<file path="config.mk">
export PLATFORM = sky130hd
export DESIGN_NAME = gated_counter_timers
export DESIGN_NICKNAME = d
export VERILOG_FILES = /design/src/rtl/counter_timer_pkg.sv /design/src/rtl/pin_edge_sync.sv /design/src/rtl/gated_counter_timers.sv
export SDC_FILE = /design/constraint.sdc
export NUM_CORES = 1
export LEC_CHECK = 0
export ABC_AREA = 1
export BUFFER_PORTS_ARGS = -buffer_cell sky130_fd_sc_hd__buf_4
export CELL_PAD_IN_SITES_DETAIL_PLACEMENT = 0
export CELL_PAD_IN_SITES_GLOBAL_PLACEMENT = 1
export CORE_ASPECT_RATIO = 2
export CORE_MARGIN = 10
export CORE_UTILIZATION = 39
export DETAILED_ROUTE_END_ITERATION = 8
export PLACE_DENSITY_LB_ADDON = 0.1
export SYNTH_ARGS = -nofsm -noshare
export SYNTH_HDL_FRONTEND = slang
export SYNTH_SLANG_ARGS = --single-unit
</file>
<file path="constraint.sdc">
create_clock -name clk_sys -period 1.8 [get_ports clk_sys]
set_clock_uncertainty 0.2 [all_clocks]
set_input_delay 0.09 -clock clk_sys [delete_from_list [all_inputs] [get_ports clk_sys]]
set_output_delay 0.09 -clock clk_sys [all_outputs]
set_load 0.02 [all_outputs]
</file>
<file path="src/rtl/counter_timer_pkg.sv">
// Constants, register map and field layouts for the counter/timer block.
// Assumes an APB slave with byte addresses and 32-bit data words.
`default_nettype none

package counter_timer_pkg;

  // ==========================================================
  // Bus and register map
  localparam int ADDR_W = 8;
  localparam logic [7:0] OFF_TIMER_CONTROL = 8'h00;
  localparam logic [7:0] OFF_TIMER_MODE = 8'h04;
  localparam logic [7:0] OFF_CLOCK_CONTROL = 8'h08;
  localparam logic [7:0] OFF_TIMER0_COUNT = 8'h10;
  localparam logic [7:0] OFF_TIMER1_COUNT = 8'h14;
  localparam logic [7:0] OFF_SECOND_TIMER_CONTROL = 8'hC8;
  localparam logic [7:0] OFF_SECOND_TIMER_COUNT = 8'hCC;
  localparam logic [7:0] OFF_SECOND_TIMER_HOLD = 8'hD0;
  localparam logic [7:0] OFF_IRQ_STATUS = 8'hD4;
  localparam logic [7:0] OFF_IRQ_CLEAR = 8'hD8;
  localparam logic [7:0] OFF_IRQ_ENABLE = 8'hDC;

  // ==========================================================
  // Reset values
  localparam logic [7:0] BYTE_RESET = 8'h00;
  localparam logic [15:0] COUNT_RESET = 16'h0000;

  // ==========================================================
  // Field positions
  localparam int RUN0_BIT = 4;
  localparam int RUN_STRIDE = 2;
  localparam int TIMER0_GATE_SELECT_BIT = 3;
  localparam int MODE0_LSB = 0;
  localparam int MODE_STRIDE = 4;
  localparam int T0M_BIT = 3;
  localparam int T2M_BIT = 5;
  localparam logic [1:0] MODE_13BIT = 2'h0;

  // ==========================================================
  // Interrupt status layout
  localparam int IRQ_W = 3;
  localparam int IRQ_T0 = 0;
  localparam int IRQ_T1 = 1;
  localparam int IRQ_T2 = 2;

  // ==========================================================
  // Timing
  localparam logic [3:0] PRESCALE_LAST = 4'hB;
  localparam logic [15:0] COUNT_TOP = 16'hFFFF;
  localparam logic [15:0] COUNT_ONE = 16'h0001;

  // ==========================================================
  // Types
  typedef struct packed {
    logic overflow_flag;
    logic external_flag;
    logic uart_rx_clock_select;
    logic uart_tx_clock_select;
    logic trigger_pin_enable;
    logic run_bit;
    logic count_or_time_select;
    logic capture_reload_select;
  } second_timer_control_t;

  typedef struct packed {
    logic level;
    logic fall;
  } pin_state_t;

endpackage

`default_nettype wire

</file>
<file path="src/rtl/pin_edge_sync.sv">
// Two-flop synchroniser with falling-edge detection for one pin.
// Assumes the pin idles at IDLE_LEVEL so reset makes no false edge.
`default_nettype none

module pin_edge_sync #(
  parameter logic IDLE_LEVEL = 1'b1
) (
  input wire logic clk_sys,
  input wire logic rst_n,
  input wire logic pin_in,
  output var counter_timer_pkg::pin_state_t pin_out
);

  logic meta_reg;
  logic sync_reg;
  logic prev_reg;

  // ==========================================================
  // Synchroniser and edge history
  // sync then edge
  always_ff @(posedge clk_sys or negedge rst_n)
  begin
    if (!rst_n)
    begin
      meta_reg <= IDLE_LEVEL;
      sync_reg <= IDLE_LEVEL;
      prev_reg <= IDLE_LEVEL;
    end
    else
    begin
      meta_reg <= pin_in;
      sync_reg <= meta_reg;
      prev_reg <= sync_reg;
    end
  end

  // Only the second and third stages feed the detector
  assign pin_out.level = sync_reg;
  assign pin_out.fall = prev_reg & ~sync_reg;

endmodule

`default_nettype wire

</file>
<file path="src/rtl/gated_counter_timers.sv">
// Timers 0 and 1 (13/16-bit, gated) and timer 2 (capture/reload, baud).
// Assumes an APB master on clk_sys and free-running external pins.
`default_nettype none

module gated_counter_timers (
  input wire logic clk_sys,
  input wire logic rst_n,
  input wire logic psel,
  input wire logic penable,
  input wire logic pwrite,
  input wire logic [7:0] paddr,
  input wire logic [31:0] pwdata,
  output logic [31:0] prdata,
  output logic pready,
  output logic pslverr,
  input wire logic external_gate_input0,
  input wire logic external_gate_input1,
  input wire logic capture_trigger_pin,
  input wire logic second_timer_count_pin,
  output logic irq,
  output logic uart_rx_baud_tick,
  output logic uart_tx_baud_tick
);

  // ==========================================================
  // Declarations
  counter_timer_pkg::pin_state_t gate_pin [2];
  counter_timer_pkg::pin_state_t trig_pin;
  counter_timer_pkg::pin_state_t cnt_pin;
  counter_timer_pkg::second_timer_control_t t2_ctrl_reg;
  counter_timer_pkg::second_timer_control_t t2_ctrl_next;
  logic [7:0] timer_control_reg;
  logic [7:0] timer_mode_reg;
  logic [7:0] clock_control_reg;
  logic [15:0] tcnt_reg [2];
  logic [1:0] tcnt_en;
  logic [1:0] tcnt_wr;
  logic [1:0] tcnt_ovf;
  logic [1:0] tcnt_tick;
  logic [15:0] t2_cnt_reg;
  logic [15:0] t2_hold_reg;
  logic [3:0] pre_reg;
  logic pre_tick;
  logic [counter_timer_pkg::IRQ_W-1:0] irq_stat_reg;
  logic [counter_timer_pkg::IRQ_W-1:0] irq_en_reg;
  logic [counter_timer_pkg::IRQ_W-1:0] irq_evt;
  logic [counter_timer_pkg::IRQ_W-1:0] irq_clr;
  logic irq_reg;
  logic rx_tick_reg;
  logic tx_tick_reg;
  logic bus_wr;
  logic setup;
  logic [31:0] rd_next;
  logic rd_err;
  logic baud;
  logic capture_mode;
  logic t2_tick;
  logic t2_run_tick;
  logic t2_ovf;
  logic trig_evt;
  logic t2_cnt_wr;
  logic t2_hold_wr;
  logic t2_ctrl_wr;

  // ==========================================================
  // Pin synchronisers
  pin_edge_sync #(.IDLE_LEVEL(1'b1)) u_timer0_gate_select (
    .clk_sys(clk_sys),
    .rst_n(rst_n),
    .pin_in(external_gate_input0),
    .pin_out(gate_pin[0])
  );

  pin_edge_sync #(.IDLE_LEVEL(1'b1)) u_gate1 (
    .clk_sys(clk_sys),
    .rst_n(rst_n),
    .pin_in(external_gate_input1),
    .pin_out(gate_pin[1])
  );

  pin_edge_sync #(.IDLE_LEVEL(1'b1)) u_trig (
    .clk_sys(clk_sys),
    .rst_n(rst_n),
    .pin_in(capture_trigger_pin),
    .pin_out(trig_pin)
  );

  pin_edge_sync #(.IDLE_LEVEL(1'b1)) u_count (
    .clk_sys(clk_sys),
    .rst_n(rst_n),
    .pin_in(second_timer_count_pin),
    .pin_out(cnt_pin)
  );

  // ==========================================================
  // APB slave
  // One wait-free access cycle; read data sampled at setup
  assign setup = psel & ~penable;
  assign bus_wr = psel & penable & pready & pwrite;

  always_comb
  begin
    rd_next = 32'h0000_0000;
    rd_err = 1'b0;
    case (paddr)
      counter_timer_pkg::OFF_TIMER_CONTROL: rd_next[7:0] = timer_control_reg;
      counter_timer_pkg::OFF_TIMER_MODE: rd_next[7:0] = timer_mode_reg;
      counter_timer_pkg::OFF_CLOCK_CONTROL: rd_next[7:0] = clock_control_reg;
      counter_timer_pkg::OFF_TIMER0_COUNT: rd_next[15:0] = tcnt_reg[0];
      counter_timer_pkg::OFF_TIMER1_COUNT: rd_next[15:0] = tcnt_reg[1];
      counter_timer_pkg::OFF_SECOND_TIMER_CONTROL: rd_next[7:0] = t2_ctrl_reg;
      counter_timer_pkg::OFF_SECOND_TIMER_COUNT: rd_next[15:0] = t2_cnt_reg;
      counter_timer_pkg::OFF_SECOND_TIMER_HOLD: rd_next[15:0] = t2_hold_reg;
      counter_timer_pkg::OFF_IRQ_STATUS:
        rd_next[counter_timer_pkg::IRQ_W-1:0] = irq_stat_reg;
      counter_timer_pkg::OFF_IRQ_CLEAR: rd_next = 32'h0000_0000;
      counter_timer_pkg::OFF_IRQ_ENABLE:
        rd_next[counter_timer_pkg::IRQ_W-1:0] = irq_en_reg;
      default: rd_err = 1'b1;
    endcase
  end

  always_ff @(posedge clk_sys or negedge rst_n)
  begin
    if (!rst_n)
    begin
      pready <= 1'b0;
      prdata <= 32'h0000_0000;
      pslverr <= 1'b0;
    end
    else
    begin
      pready <= setup;
      prdata <= (setup & ~pwrite) ? rd_next : 32'h0000_0000;
      pslverr <= setup & rd_err;
    end
  end

  // ==========================================================
  // Timer 0/1 control registers
  always_ff @(posedge clk_sys or negedge rst_n)
  begin
    if (!rst_n)
    begin
      timer_control_reg <= counter_timer_pkg::BYTE_RESET;
      timer_mode_reg <= counter_timer_pkg::BYTE_RESET;
      clock_control_reg <= counter_timer_pkg::BYTE_RESET;
    end
    else if (bus_wr)
    begin
      if (paddr == counter_timer_pkg::OFF_TIMER_CONTROL)
        timer_control_reg <= pwdata[7:0];
      if (paddr == counter_timer_pkg::OFF_TIMER_MODE)
        timer_mode_reg <= pwdata[7:0];
      if (paddr == counter_timer_pkg::OFF_CLOCK_CONTROL)
        clock_control_reg <= pwdata[7:0];
    end
  end

  // ==========================================================
  // Divide-by-twelve timebase
  assign pre_tick = (pre_reg == counter_timer_pkg::PRESCALE_LAST);

  always_ff @(posedge clk_sys or negedge rst_n)
  begin
    if (!rst_n)
      pre_reg <= 4'h0;
    else if (pre_tick)
      pre_reg <= 4'h0;
    else
      pre_reg <= pre_reg + 4'h1;
  end

  // ==========================================================
  // Timers 0 and 1
  // 13-bit mode: high byte plus low five bits; bits 7:5 stay put
  function automatic logic [16:0] bump(input logic [1:0] mode,
                                       input logic [15:0] c);
    logic [13:0] v;
    logic [16:0] w;
    v = {1'b0, c[15:8], c[4:0]} + 14'h0001;
    w = {1'b0, c} + 17'h00001;
    if (mode == counter_timer_pkg::MODE_13BIT)
      bump = {v[13], v[12:5], c[7:5], v[4:0]};
    else
      bump = w;
  endfunction

  for (genvar i = 0; i < 2; i++)
  begin : g_timer
    logic [1:0] mode;
    logic gate_sel;
    logic run;
    logic [16:0] bumped;

    assign mode = timer_mode_reg[counter_timer_pkg::MODE0_LSB
                  + counter_timer_pkg::MODE_STRIDE*i +: 2];
    assign gate_sel = timer_mode_reg[counter_timer_pkg::TIMER0_GATE_SELECT_BIT
                      + counter_timer_pkg::MODE_STRIDE*i];
    assign run = timer_control_reg[counter_timer_pkg::RUN0_BIT
                 + counter_timer_pkg::RUN_STRIDE*i];
    assign tcnt_tick[i] = clock_control_reg[counter_timer_pkg::T0M_BIT + i]
                          | pre_tick;
    assign tcnt_en[i] = run & (~gate_sel | gate_pin[i].level);
    assign tcnt_wr[i] = bus_wr & (paddr == (i == 0
                        ? counter_timer_pkg::OFF_TIMER0_COUNT
                        : counter_timer_pkg::OFF_TIMER1_COUNT));
    assign bumped = bump(mode, tcnt_reg[i]);
    assign tcnt_ovf[i] = tcnt_en[i] & tcnt_tick[i] & bumped[16] & ~tcnt_wr[i];

    always_ff @(posedge clk_sys or negedge rst_n)
    begin
      if (!rst_n)
        tcnt_reg[i] <= counter_timer_pkg::COUNT_RESET;
      else if (tcnt_wr[i])
        tcnt_reg[i] <= pwdata[15:0];
      else if (tcnt_en[i] & tcnt_tick[i])
        tcnt_reg[i] <= bumped[15:0];
    end
  end

  // ==========================================================
  // Timer 2 datapath
  // baud forces reload
  assign baud = t2_ctrl_reg.uart_rx_clock_select
                | t2_ctrl_reg.uart_tx_clock_select;
  assign capture_mode = t2_ctrl_reg.capture_reload_select & ~baud;
  assign t2_tick = t2_ctrl_reg.count_or_time_select ? cnt_pin.fall
                   : (clock_control_reg[counter_timer_pkg::T2M_BIT]
                      | pre_tick);
  assign t2_run_tick = t2_ctrl_reg.run_bit & t2_tick;
  assign t2_ovf = t2_run_tick & (t2_cnt_reg == counter_timer_pkg::COUNT_TOP);
  assign trig_evt = trig_pin.fall & t2_ctrl_reg.trigger_pin_enable & ~baud;
  assign t2_cnt_wr = bus_wr
                     & (paddr == counter_timer_pkg::OFF_SECOND_TIMER_COUNT);
  assign t2_hold_wr = bus_wr
                      & (paddr == counter_timer_pkg::OFF_SECOND_TIMER_HOLD);
  assign t2_ctrl_wr = bus_wr
                      & (paddr == counter_timer_pkg::OFF_SECOND_TIMER_CONTROL);

  always_ff @(posedge clk_sys or negedge rst_n)
  begin
    if (!rst_n)
      t2_cnt_reg <= counter_timer_pkg::COUNT_RESET;
    else if (t2_cnt_wr)
      t2_cnt_reg <= pwdata[15:0];
    else if (trig_evt & ~capture_mode)
      t2_cnt_reg <= t2_hold_reg;
    else if (t2_ovf)
      t2_cnt_reg <= capture_mode ? counter_timer_pkg::COUNT_RESET
                                 : t2_hold_reg;
    else if (t2_run_tick)
      t2_cnt_reg <= t2_cnt_reg + counter_timer_pkg::COUNT_ONE;
  end

  always_ff @(posedge clk_sys or negedge rst_n)
  begin
    if (!rst_n)
      t2_hold_reg <= counter_timer_pkg::COUNT_RESET;
    else if (t2_hold_wr)
      t2_hold_reg <= pwdata[15:0];
    else if (trig_evt & capture_mode)
      t2_hold_reg <= t2_cnt_reg;
  end

  // ==========================================================
  // Timer 2 control and flags
  // Hardware set wins over a software clear in the same cycle
  always_comb
  begin
    t2_ctrl_next = t2_ctrl_wr
                   ? counter_timer_pkg::second_timer_control_t'(pwdata[7:0])
                   : t2_ctrl_reg;
    if (t2_ovf & ~baud)
      t2_ctrl_next.overflow_flag = 1'b1;
    if (trig_evt)
      t2_ctrl_next.external_flag = 1'b1;
  end

  always_ff @(posedge clk_sys or negedge rst_n)
  begin
    if (!rst_n)
      t2_ctrl_reg <= counter_timer_pkg::BYTE_RESET;
    else
      t2_ctrl_reg <= t2_ctrl_next;
  end

  // ==========================================================
  // UART baud ticks
  // receive and transmit sources
  always_ff @(posedge clk_sys or negedge rst_n)
  begin
    if (!rst_n)
    begin
      rx_tick_reg <= 1'b0;
      tx_tick_reg <= 1'b0;
    end
    else
    begin
      rx_tick_reg <= t2_ctrl_reg.uart_rx_clock_select ? t2_ovf : tcnt_ovf[1];
      tx_tick_reg <= t2_ctrl_reg.uart_tx_clock_select ? t2_ovf : tcnt_ovf[1];
    end
  end

  assign uart_rx_baud_tick = rx_tick_reg;
  assign uart_tx_baud_tick = tx_tick_reg;

  // ==========================================================
  // Interrupts
  // timer 0, 1 and 2 requests
  assign irq_evt[counter_timer_pkg::IRQ_T0] = tcnt_ovf[0];
  assign irq_evt[counter_timer_pkg::IRQ_T1] = tcnt_ovf[1];
  assign irq_evt[counter_timer_pkg::IRQ_T2] =
    (t2_ctrl_next.overflow_flag & ~t2_ctrl_reg.overflow_flag)
    | (t2_ctrl_next.external_flag & ~t2_ctrl_reg.external_flag);
  assign irq_clr = (bus_wr & (paddr == counter_timer_pkg::OFF_IRQ_CLEAR))
                   ? pwdata[counter_timer_pkg::IRQ_W-1:0]
                   : '0;

  always_ff @(posedge clk_sys or negedge rst_n)
  begin
    if (!rst_n)
    begin
      irq_stat_reg <= '0;
      irq_en_reg <= '0;
      irq_reg <= 1'b0;
    end
    else
    begin
      irq_stat_reg <= (irq_stat_reg & ~irq_clr) | irq_evt;
      if (bus_wr & (paddr == counter_timer_pkg::OFF_IRQ_ENABLE))
        irq_en_reg <= pwdata[counter_timer_pkg::IRQ_W-1:0];
      irq_reg <= |(irq_stat_reg & irq_en_reg);
    end
  end

  assign irq = irq_reg;
endmodule

`default_nettype wire

</file>
==> results of run 1 <==
-- cell type report --
type / instances / area, sq um / share of cell area
sequential: 137 / 3443 / 0.2974
timing repair buffer: 248 / 2141 / 0.1849
multi-input combinational: 793 / 4464 / 0.3856
tap: 266 / 332.8 / 0.02875
inverter: 147 / 576.8 / 0.04983
clock inverter: 12 / 171.4 / 0.01481
clock buffer: 20 / 446.7 / 0.03859
-- cells in the mapped netlist, types with 2 or more instances --
master	number	area share
nand2_1	308	0.14
inv_1	135	0.062
nand3_1	130	0.080
dfrtp_1	127	0.39
o21ai_0	80	0.049
nor2_1	72	0.033
xor2_1	24	0.026
o22ai_1	22	0.017
buf_4	18	0.017
a21oi_1	17	0.010
buf_2	16	0.0098
nand2_2	16	0.012
nor3_1	14	0.0086
o221ai_1	14	0.015
o21ai_1	13	0.0080
inv_2	11	0.0050
nand4_1	11	0.0084
dfstp_2	10	0.032
o211ai_1	10	0.0092
a41oi_1	6	0.0064
nor2_4	5	0.0069
clkbuf_1	4	0.0018
ha_1	4	0.0061
nand2_4	4	0.0055
nor2_2	4	0.0031
nor3_2	4	0.0049
buf_6	3	0.0041
nor3_4	3	0.0060
o21bai_1	3	0.0028
xnor2_1	3	0.0032
nand3_4	2	0.0043
nor4_1	2	0.0015
-- power groups by stage --
| stage | Clock, mW | Sequential, mW | Combinational [mW] |
|---|---|---|---|
| floorplan | 0 | 3.23 | 0.510 |
| global placement | 0 | 3.24 | 0.930 |
| detailed placement | 0 | 3.24 | 0.932 |
| CTS | 3.81 | 3.19 | 1.00 |
| global route | 3.95 | 3.19 | 1.11 |
| finish | 3.76 | 3.19 | 1.01 |
-- per-stage QoR --
| stage | cell area, sq um | std cells | hold slack [ns] |
|---|---|---|---|
| after CTS | 11040 | 1614 | 0.01378 |
| final | 11580 | 1623 | 0.02331 |
| after global routing | 11580 | 1623 | 0.03765 |
| after global placement | 9931 | 1545 | -0.2829 |
| after floorplan | 8259 | 1121 | -0.4056 |
| after detailed placement | 9931 | 1545 | -0.2810 |
-- worst min-delay path by stage --
stage / slack [ns] / to / depth (start not counted) / from
final: 0.02 / tcnt_reg[19] / 6 / paddr[2]
after global routing: 0.04 / tcnt_reg[19] / 6 / paddr[2]
after CTS: 0.01 / u_gate1.meta_reg / 2 / rst_n
after detailed placement: -0.28 / prdata[0] / 1 / rst_n
after global placement: -0.28 / prdata[0] / 1 / rst_n
after floorplan: -0.41 / clock_control_reg[0] / 0 / rst_n
-- repair_timing --
item                       4_1_cts  5_1_grt
hold endpoints to repair       224        0
gates cloned                     0        2
resized for setup               45      108
pin swaps                       10       50
setup endpoints to repair       56       69
buffers inserted                10        7
hold buffers                    27        0
-- per-layer routing --
metal,part of all wire,track usage
met1,0.36,0.2274
met2,0.56,0.4262
met3,0.032,0.03087
met4,0.047,0.1257
met5,0,0
-- kinds of logic after synthesis --
| kind of cell | share of synthesized area |
|---|---|
| other cells | 0.0004584 |
| simple gates | 0.3217 |
| xor+xnor | 0.02891 |
| flops | 0.4206 |
| fa+ha+maj | 0.006118 |
| buf+inv | 0.1029 |
| compound gates | 0.1193 |
-- worst register-to-register path, cell delays in order, from the launching register on --
cell     delay, ns
dfrtp_1       0.38
ha_4          0.16
nand3_4       0.09
nor2_8        0.13
nand2_4       0.06
nor2_4        0.11
nand3_4       0.14
buf_2         0.20
nand3_1       0.08
nand3_1       0.08
nand2_1       0.07
nand2_1       0.05
-- placed cells by master, fill, tap and decap left out, types with 12 or more instances in the layout --
cell	netlist	layout
dlygate4sd3_1	0	27
clkbuf_16	0	18
nand2_4	4	13
buf_4	18	191
nand2_1	308	285
o22ai_1	22	21
inv_2	11	14
conb_1	1	16
nand3_1	130	110
nor2_1	72	64
o21ai_1	13	21
inv_1	135	128
dfrtp_1	127	125
o21ai_0	80	68
nand3_2	0	16
xor2_1	24	24
a21oi_1	17	12
buf_6	3	17
nand2_2	16	27
==> metrics.txt, run 1 <==
CTS Buffer Depth=2; Vias/cell=5.104; CP startpoint=t2_cnt_reg[0]; Congestion Overflow GR=0; Critical Path, Cell by Cell=ha_4, nand3_4, nor2_8, nand2_4, nor2_4, nand3_4, buf_2, nand3_1, nand3_1, nand2_1, nand2_1; area growth from synthesis to layout=41.51%; RSZ-0062 raised after global routing=true; initial antenna violation count=0; die area=27,520 sq um; Cells after Synth=approximately 1,100; final period utilization=1.036; H-tree Lvls=4; Critical Path End Type=flip-flop; Sw Pwr=slightly above 2 mW; Max Cap Viol=0; CP delay by family, top=simple AND/OR/NAND/NOR gates; final setup vio count=17; HP Class=primary input to flip-flop; pre-CTS setup slack=-0.2837 ns; clock-pin slew on the worst setup and hold paths=around 0.06 ns; Worst-Skew Late Latency=between 0.4 and 0.5 ns; Worst setup endpoint=t2_cnt_reg[6]; DIE HEIGHT=~220 microns; maximum fanout along the worst path=4; failing checks=negative setup slack; critical path depth=11; CTS tree=yes; Total GRT Usage=0.2258; # port buffers=between 50 and 60; Tot Pwr=~8.0 mW; first-pass GRT wire length=roughly 47,000 microns; Die Span X=roughly 120 microns; pwr/cell area=just under 700 nW/um^2; min cycle time layout=between 1.5 and 2 ns; sequential share of the synthesized area=0.4206; status=complete, but fails checks; Initial Utilization=0.3980; #FFs+latches synth=approximately 140; Crit Path Category=flip-flop to flip-flop; P_int=5.910 mW; Sw Share=0.2568; pin count of the biggest net entering global routing=50; Async SR Flop Fraction=1.000; antenna cells=0; Post-synth EDFFs=0; startpoint of the worst register-to-register path=t2_cnt_reg[0]; Synth Flop Type=dfrtp_1; R2R Setup Slk=-0.06 ns; critical path data arrival time=between 1.5 and 2 ns; Flop pwr share=0.401; final worst setup slack=-0.06454 ns; first-pass detailed-route iteration total=5; drt drc=0; leakage power=5.835 nW; First DRT Iteration DRCs=roughly 540; peak supply drop=581.8 uV; fmax=between 500 and 600 MHz; slowest stage delay, CP=0.38 ns; post-route ant nets=0; Crit-path slowest cell=dfrtp_1; Synth Area per Inst=between 7 and 8 sq um; layout cells sized above 1=0.2948; setup tns final=-0.3455 ns; Clk pwr share=0.472; Buf+Inv Stages, Crit Path=1; CP Launch Type=flip-flop; Fill cells=between 2,000 and 2,500; DP HPWL=24,130 microns; Routed WL=30,610 microns; GPL Wtd Cong=just over 0.9; via count=~8,300; Final nets=~1,400; Hold Vio Cnt, Final=0; Yosys cell types=between 40 and 50; Cell Rows=74; Slew Limit Headroom=0.6294; Worst Tran Pin Value=0.5553 ns; CTS buffer count=17; R2R depth=11; Post-Syn Area=roughly 8200 sq um; drt wl/cell=18.86 microns; Synth Warn #=0; max reg flops=32; core area=~21,000 sq um; IO Count=86; FF-to-FF End=t2_cnt_reg[6]; fin. max-slew vios=0; Comb pwr share=0.127; Layout Utilization=0.5632; Req. time, crit path=~1.9 ns; number of global-route vias before repair=8,613; clk sink count=approximately 140; Root Buffer=clkbuf_16
No activity file was read; power rests on OpenSTA's default activity.
==> inputs of run 2 (changes only) <==
--- a/config.mk
+++ b/config.mk
@@ -11,7 +11,8 @@
 export CELL_PAD_IN_SITES_GLOBAL_PLACEMENT = 1
 export CORE_ASPECT_RATIO = 2
 export CORE_MARGIN = 10
-export CORE_UTILIZATION = 39
+export CORE_UTILIZATION = 41
+export CTS_BUF_LIST = sky130_fd_sc_hd__clkbuf_8
 export DETAILED_ROUTE_END_ITERATION = 8
 export PLACE_DENSITY_LB_ADDON = 0.1
 export SYNTH_ARGS = -nofsm -noshare
==> metrics.txt, run 2 (synthesis results as in run 1) <==
Tot Pwr=approximately 7.1 mW; maximum fanout along the worst path=8; pin count of the biggest net entering global routing=roughly 40; setup tns final=-1.835 ns; Fill cells=approximately 1,900; IO Count=between 80 and 90; Final nets=~1,400; leakage power=just under 6 nW; # port buffers=53; R2R depth=11; CTS buffer count=17; area growth from synthesis to layout=40.40%; Crit Path Category=flip-flop to flip-flop; Critical Path End Type=flip-flop; pre-CTS setup slack=-0.1651 ns; CTS tree=yes; R2R Setup Slk=-0.16 ns; most frequent cells in the layout=nand2_1 (283), buf_4 (199), inv_1 (127); Hold Startpoint=paddr[0]; First DRT Iteration DRCs=642; Congestion Overflow GR=0; Routed WL=just over 30,000 microns; Max Cap Viol=0; die area=between 20,000 and 30,000 sq um; Slew Limit Headroom=0.6339; Hold Vio Cnt, Final=0; DIE HEIGHT=around 220 microns; final worst setup slack=-0.1555 ns; layout cells sized above 1=0.3040; Worst setup endpoint=t2_cnt_reg[13]; drt wl/cell=19.05 microns; final period utilization=1.086; critical path data arrival time=around 2.1 ns; final setup vio count=22; Worst Tran Pin Value=0.5486 ns; H-tree Lvls=4; Total GRT Usage=0.2358; DP HPWL=approximately 24,000 microns; via count=8,421; failing checks=negative setup slack; max reg flops=32; Worst-Skew Late Latency=~0.5 ns; Req. time, crit path=roughly 2.0 ns; HP Class=primary input to flip-flop; GPL Wtd Cong=roughly 0.94; number of global-route vias before repair=between 8,000 and 9,000; antenna cells=0; first-pass GRT wire length=47,470 microns; fin. max-slew vios=0; CP Launch Type=flip-flop; core area=around 20,000 sq um; CTS Buffer Depth=2; startpoint of the worst register-to-register path=t2_cnt_reg[0]; min cycle time layout=1.955 ns; clk sink count=approximately 140; fmax=just over 500 MHz; Vias/cell=a little over 5; Initial Utilization=0.4146; initial antenna violation count=0; peak supply drop=roughly 540 uV; Root Buffer=clkbuf_8; commonest non-fill, non-tap cell in the layout=nand2_1; CP startpoint=t2_cnt_reg[0]; first-pass detailed-route iteration total=5; RSZ-0062 raised after global routing=true; FF-to-FF End=t2_cnt_reg[13]; status=complete, but fails checks; clock-pin slew on the worst setup and hold paths=approximately 0.090 ns; post-route ant nets=0; Die Span X=around 120 microns; Cell Rows=between 70 and 80; drt drc=0; pwr/cell area=between 600 and 700 nW/um^2; worst hold slack=0.02363 ns
==> run 2: cell types whose count changed in the layout (fill, tap and decap cells not counted), sizes merged <==
cell / before / now
buf: 220 / 226
dlygate4sd3: 27 / 29
inv: 147 / 152
clkinvlp: 0 / 5
bufinv: 4 / 3
clkinv: 8 / 3
clkbuf: 21 / 17
==> run 2: routing by layer <==
metal	vias to the layer above	track usage	wire (microns)
met5	-	0	0
met4	0	0.1281	1511
met3	79	0.03947	944
met2	217	0.4480	17360
met1	4050	0.2360	11190
li1	4075	-	-
==> run 2: worst min path at each step <==
stage	endpoint	slack, ns	depth (start not counted)
global placement	t2_cnt_reg[0]	-0.18	1
global route	tcnt_reg[0]	0.03	6
detailed placement	prdata[4]	-0.19	1
floorplan	clock_control_reg[0]	-0.41	0
finish	pslverr	0.02	6
CTS	tcnt_reg[0]	0.009	6
==> run 2: area by class of cell <==
type                            count  area (sq um)  area share
Timing Repair inverter              1         7.507   0.0006537
Tap cell                          262         327.8     0.02854
Multi-Input combinational cell    793          4491      0.3910
Inverter                          147         573.1     0.04990
Timing Repair Buffer              255          2206      0.1921
Clock buffer                       17         234.0     0.02037
Clock inverter                     15         203.9     0.01776
Sequential cell                   137          3442      0.2997
==> run 2: worst max-delay path: stages (launching register included) <==
cell and delay, ns:
dfrtp_1 0.40, ha_4 0.16, nand3_4 0.10, nor2_8 0.14, nand2_4 0.07, nor2_4 0.15
nand3_4 0.15, buf_12 0.18, nand4_1 0.11, nand3_1 0.09, nand2_1 0.06, nand2_1 0.04
==> run 2: per-stage QoR <==
step             util  std cells  area (sq um)
3_3_place_gp   0.5062       1544          9986
6_report       0.5821       1627         11480
2_1_floorplan       -       1121          8259
5_1_grt        0.5821       1627         11480
4_1_cts        0.5515       1612         10880
3_5_place_dp   0.5062       1544          9986
==> run 2: what timing repair did <==
action	CTS	global route
setup endpoints to repair	58	73
hold buffers	29	0
setup buffers	8	16
endpoints found under the hold margin	256	0
cloned	0	1
resized for setup	34	119
pin swaps	3	43
==> run 2: report_power, final <==
group | leakage (nW) | internal, mW | switching (mW)
Sequential | 1.76 | 3.13 | 0.0450
Combinational | 3.81 | 0.455 | 0.609
Clock | 0.218 | 1.42 | 1.45
Total | 5.79 | 5.01 | 2.10
==> inputs of run 3 (changes only) <==
--- a/config.mk
+++ b/config.mk
@@ -15,6 +15,7 @@
 export CTS_BUF_LIST = sky130_fd_sc_hd__clkbuf_8
 export DETAILED_ROUTE_END_ITERATION = 8
 export PLACE_DENSITY_LB_ADDON = 0.1
+export RECOVER_POWER = 25
 export SYNTH_ARGS = -nofsm -noshare
 export SYNTH_HDL_FRONTEND = slang
 export SYNTH_SLANG_ARGS = --single-unit
==> metrics.txt, run 3 (synthesis results as in run 1) <==
status=complete, but fails checks; GPL Wtd Cong=0.9424; RSZ-0062 raised after global routing=true; Final nets=1,405; CTS tree=yes; Final Instance Area=roughly 11,000 sq um; drt drc=0; failing checks=negative setup slack; Flop pwr share=0.447; IO Count=between 80 and 90; layout cells sized above 1=0.2901; Worst-Skew Late Latency=0.48 ns; Initial Utilization=0.4146; final period utilization=1.082; post-route ant nets=0; Die Span X=between 100 and 150 microns; CTS buffer count=17; Critical Path End Type=flip-flop; initial antenna violation count=0; Sw Pwr=about 2.1 mW; H-tree Lvls=4; Slew Limit Headroom=0.3362; peak supply drop=about 540 uV; Req. time, crit path=slightly below 2 ns; pin count of the biggest net entering global routing=41; CP Launch Type=flip-flop; Crit Path Category=flip-flop to flip-flop; HP Class=primary input to flip-flop; first-pass GRT wire length=approximately 47,000 microns; Root Buffer=clkbuf_8; max reg flops=32; core area=slightly below 20,000 sq um; number of global-route vias before repair=8,559; Routed WL=just over 30,000 microns; P_int=5.009 mW; maximum fanout along the worst path=8; Worst Tran Pin Value=~1.0 ns; antenna cells=0; Layout Cells excl Fill=1,627; Sw Share=0.2954; fmax=about 510 MHz; final worst setup slack=-0.1471 ns; die area=26,340 sq um; Cell Rows=73; # port buffers=53; drt wl/cell=around 19 microns; pwr/cell area=623.5 nW/um^2; Clk pwr share=0.404; via count=8,417; clk sink count=approximately 140; leakage power=between 5 and 6 nW; Max Cap Viol=0; final setup vio count=95; fin. max-slew vios=0; Comb pwr share=0.149; DP HPWL=approximately 24,000 microns; most frequent cells in the layout=nand2_1 (283), buf_4 (177), inv_1 (127); critical path data arrival time=around 2.1 ns; commonest non-fill, non-tap cell in the layout=nand2_1; First DRT Iteration DRCs=roughly 660; Congestion Overflow GR=0; min cycle time layout=~1.9 ns; Cell Area, Placed=9986 sq um; Vias/cell=slightly above 5; Hold Vio Cnt, Final=0; placed insts=about 1,500; first-pass detailed-route iteration total=5; CTS Buffer Depth=2; area growth from synthesis to layout=39.39%; clock-pin slew on the worst setup and hold paths=roughly 0.090 ns; DIE HEIGHT=roughly 220 microns; Total GRT Usage=0.2358
run 3: cell types whose count changed in the layout (fill, tap and decap cells not counted), sizes merged:
cell,previous run,this run
buf,226,203
clkbuf,17,40
run 3: metrics by stage:
stage	hold WS [ns]	setup TNS (ns)	power, mW	worst slack, ns	util
finish	0.02494	-3.718	7.109	-0.1471	0.5779
global route	0.03317	-22.51	7.394	-0.2274	0.5779
CTS	0.009054	-1.813	7.113	-0.1316	0.5515
detailed placement	-0.1851	-4.689	4.162	-0.1651	0.5062
global placement	-0.1819	-3.858	4.162	-0.1510	0.5062
floorplan	-0.4056	0	3.741	0.01460	-
run 3: power groups by stage:
stage | logic, mW | registers, mW | clock network [mW]
after floorplan | 0.510 | 3.23 | 0
after global placement | 0.924 | 3.24 | 0
after detailed placement | 0.922 | 3.24 | 0
after CTS | 1.02 | 3.18 | 2.92
after global routing | 1.17 | 3.18 | 3.04
final | 1.06 | 3.18 | 2.87
run 3: worst max-delay path, cell delays in order (launching register included):
cell and delay [ns]:
dfrtp_1 0.40, ha_4 0.16, nand3_4 0.10, nor2_8 0.13, nand2_4 0.07, nor2_4 0.15, nand3_4 0.15, buf_12 0.18
nand4_1 0.11, nand3_1 0.09, nand2_1 0.06, nand2_1 0.04
run 3: worst paths after layout:
kind / slack [ns] / cells after the start / end / startpoint
max: -0.15 / 11 / t2_cnt_reg[13] / t2_cnt_reg[0]
min: 0.02 / 6 / pslverr / paddr[0]
max reg2reg: -0.15 / 11 / t2_cnt_reg[13] / t2_cnt_reg[0]
min reg2reg: 0.16 / 0 / u_timer0_gate_select.sync_reg / u_timer0_gate_select.meta_reg
max in group asynchronous: -0.06 / 4 / tcnt_reg[21] / rst_n
min in group asynchronous: 0.65 / 3 / prdata[4] / rst_n
run 3: layer usage:
layer / track usage / share of wire
met1: 0.2360 / 0.36
met2: 0.4480 / 0.56
met4: 0.1281 / 0.050
met3: 0.03947 / 0.034
met5: 0 / 0
run 3: layout make-up:
cell class / instances / area (sq um)
multi-input cells: 793 / 4478
fillers: 1932 / 8327
flip-flops and latches: 137 / 3442
clock inverters: 15 / 203.9
clock buffers: 17 / 234.0
repair inverters: 1 / 7.507
repair buffers: 255 / 2136
well taps: 262 / 327.8
inverters: 147 / 573.1
run 3: timing repair:
action | in CTS | in global routing
cloned | 0 | 1
hold endpoints to repair | 256 | 0
hold buffers | 29 | 0
buffers inserted | 8 | 16
resized for setup | 34 | 119
setup endpoints to repair | 58 | 73
pin swaps | 3 | 43
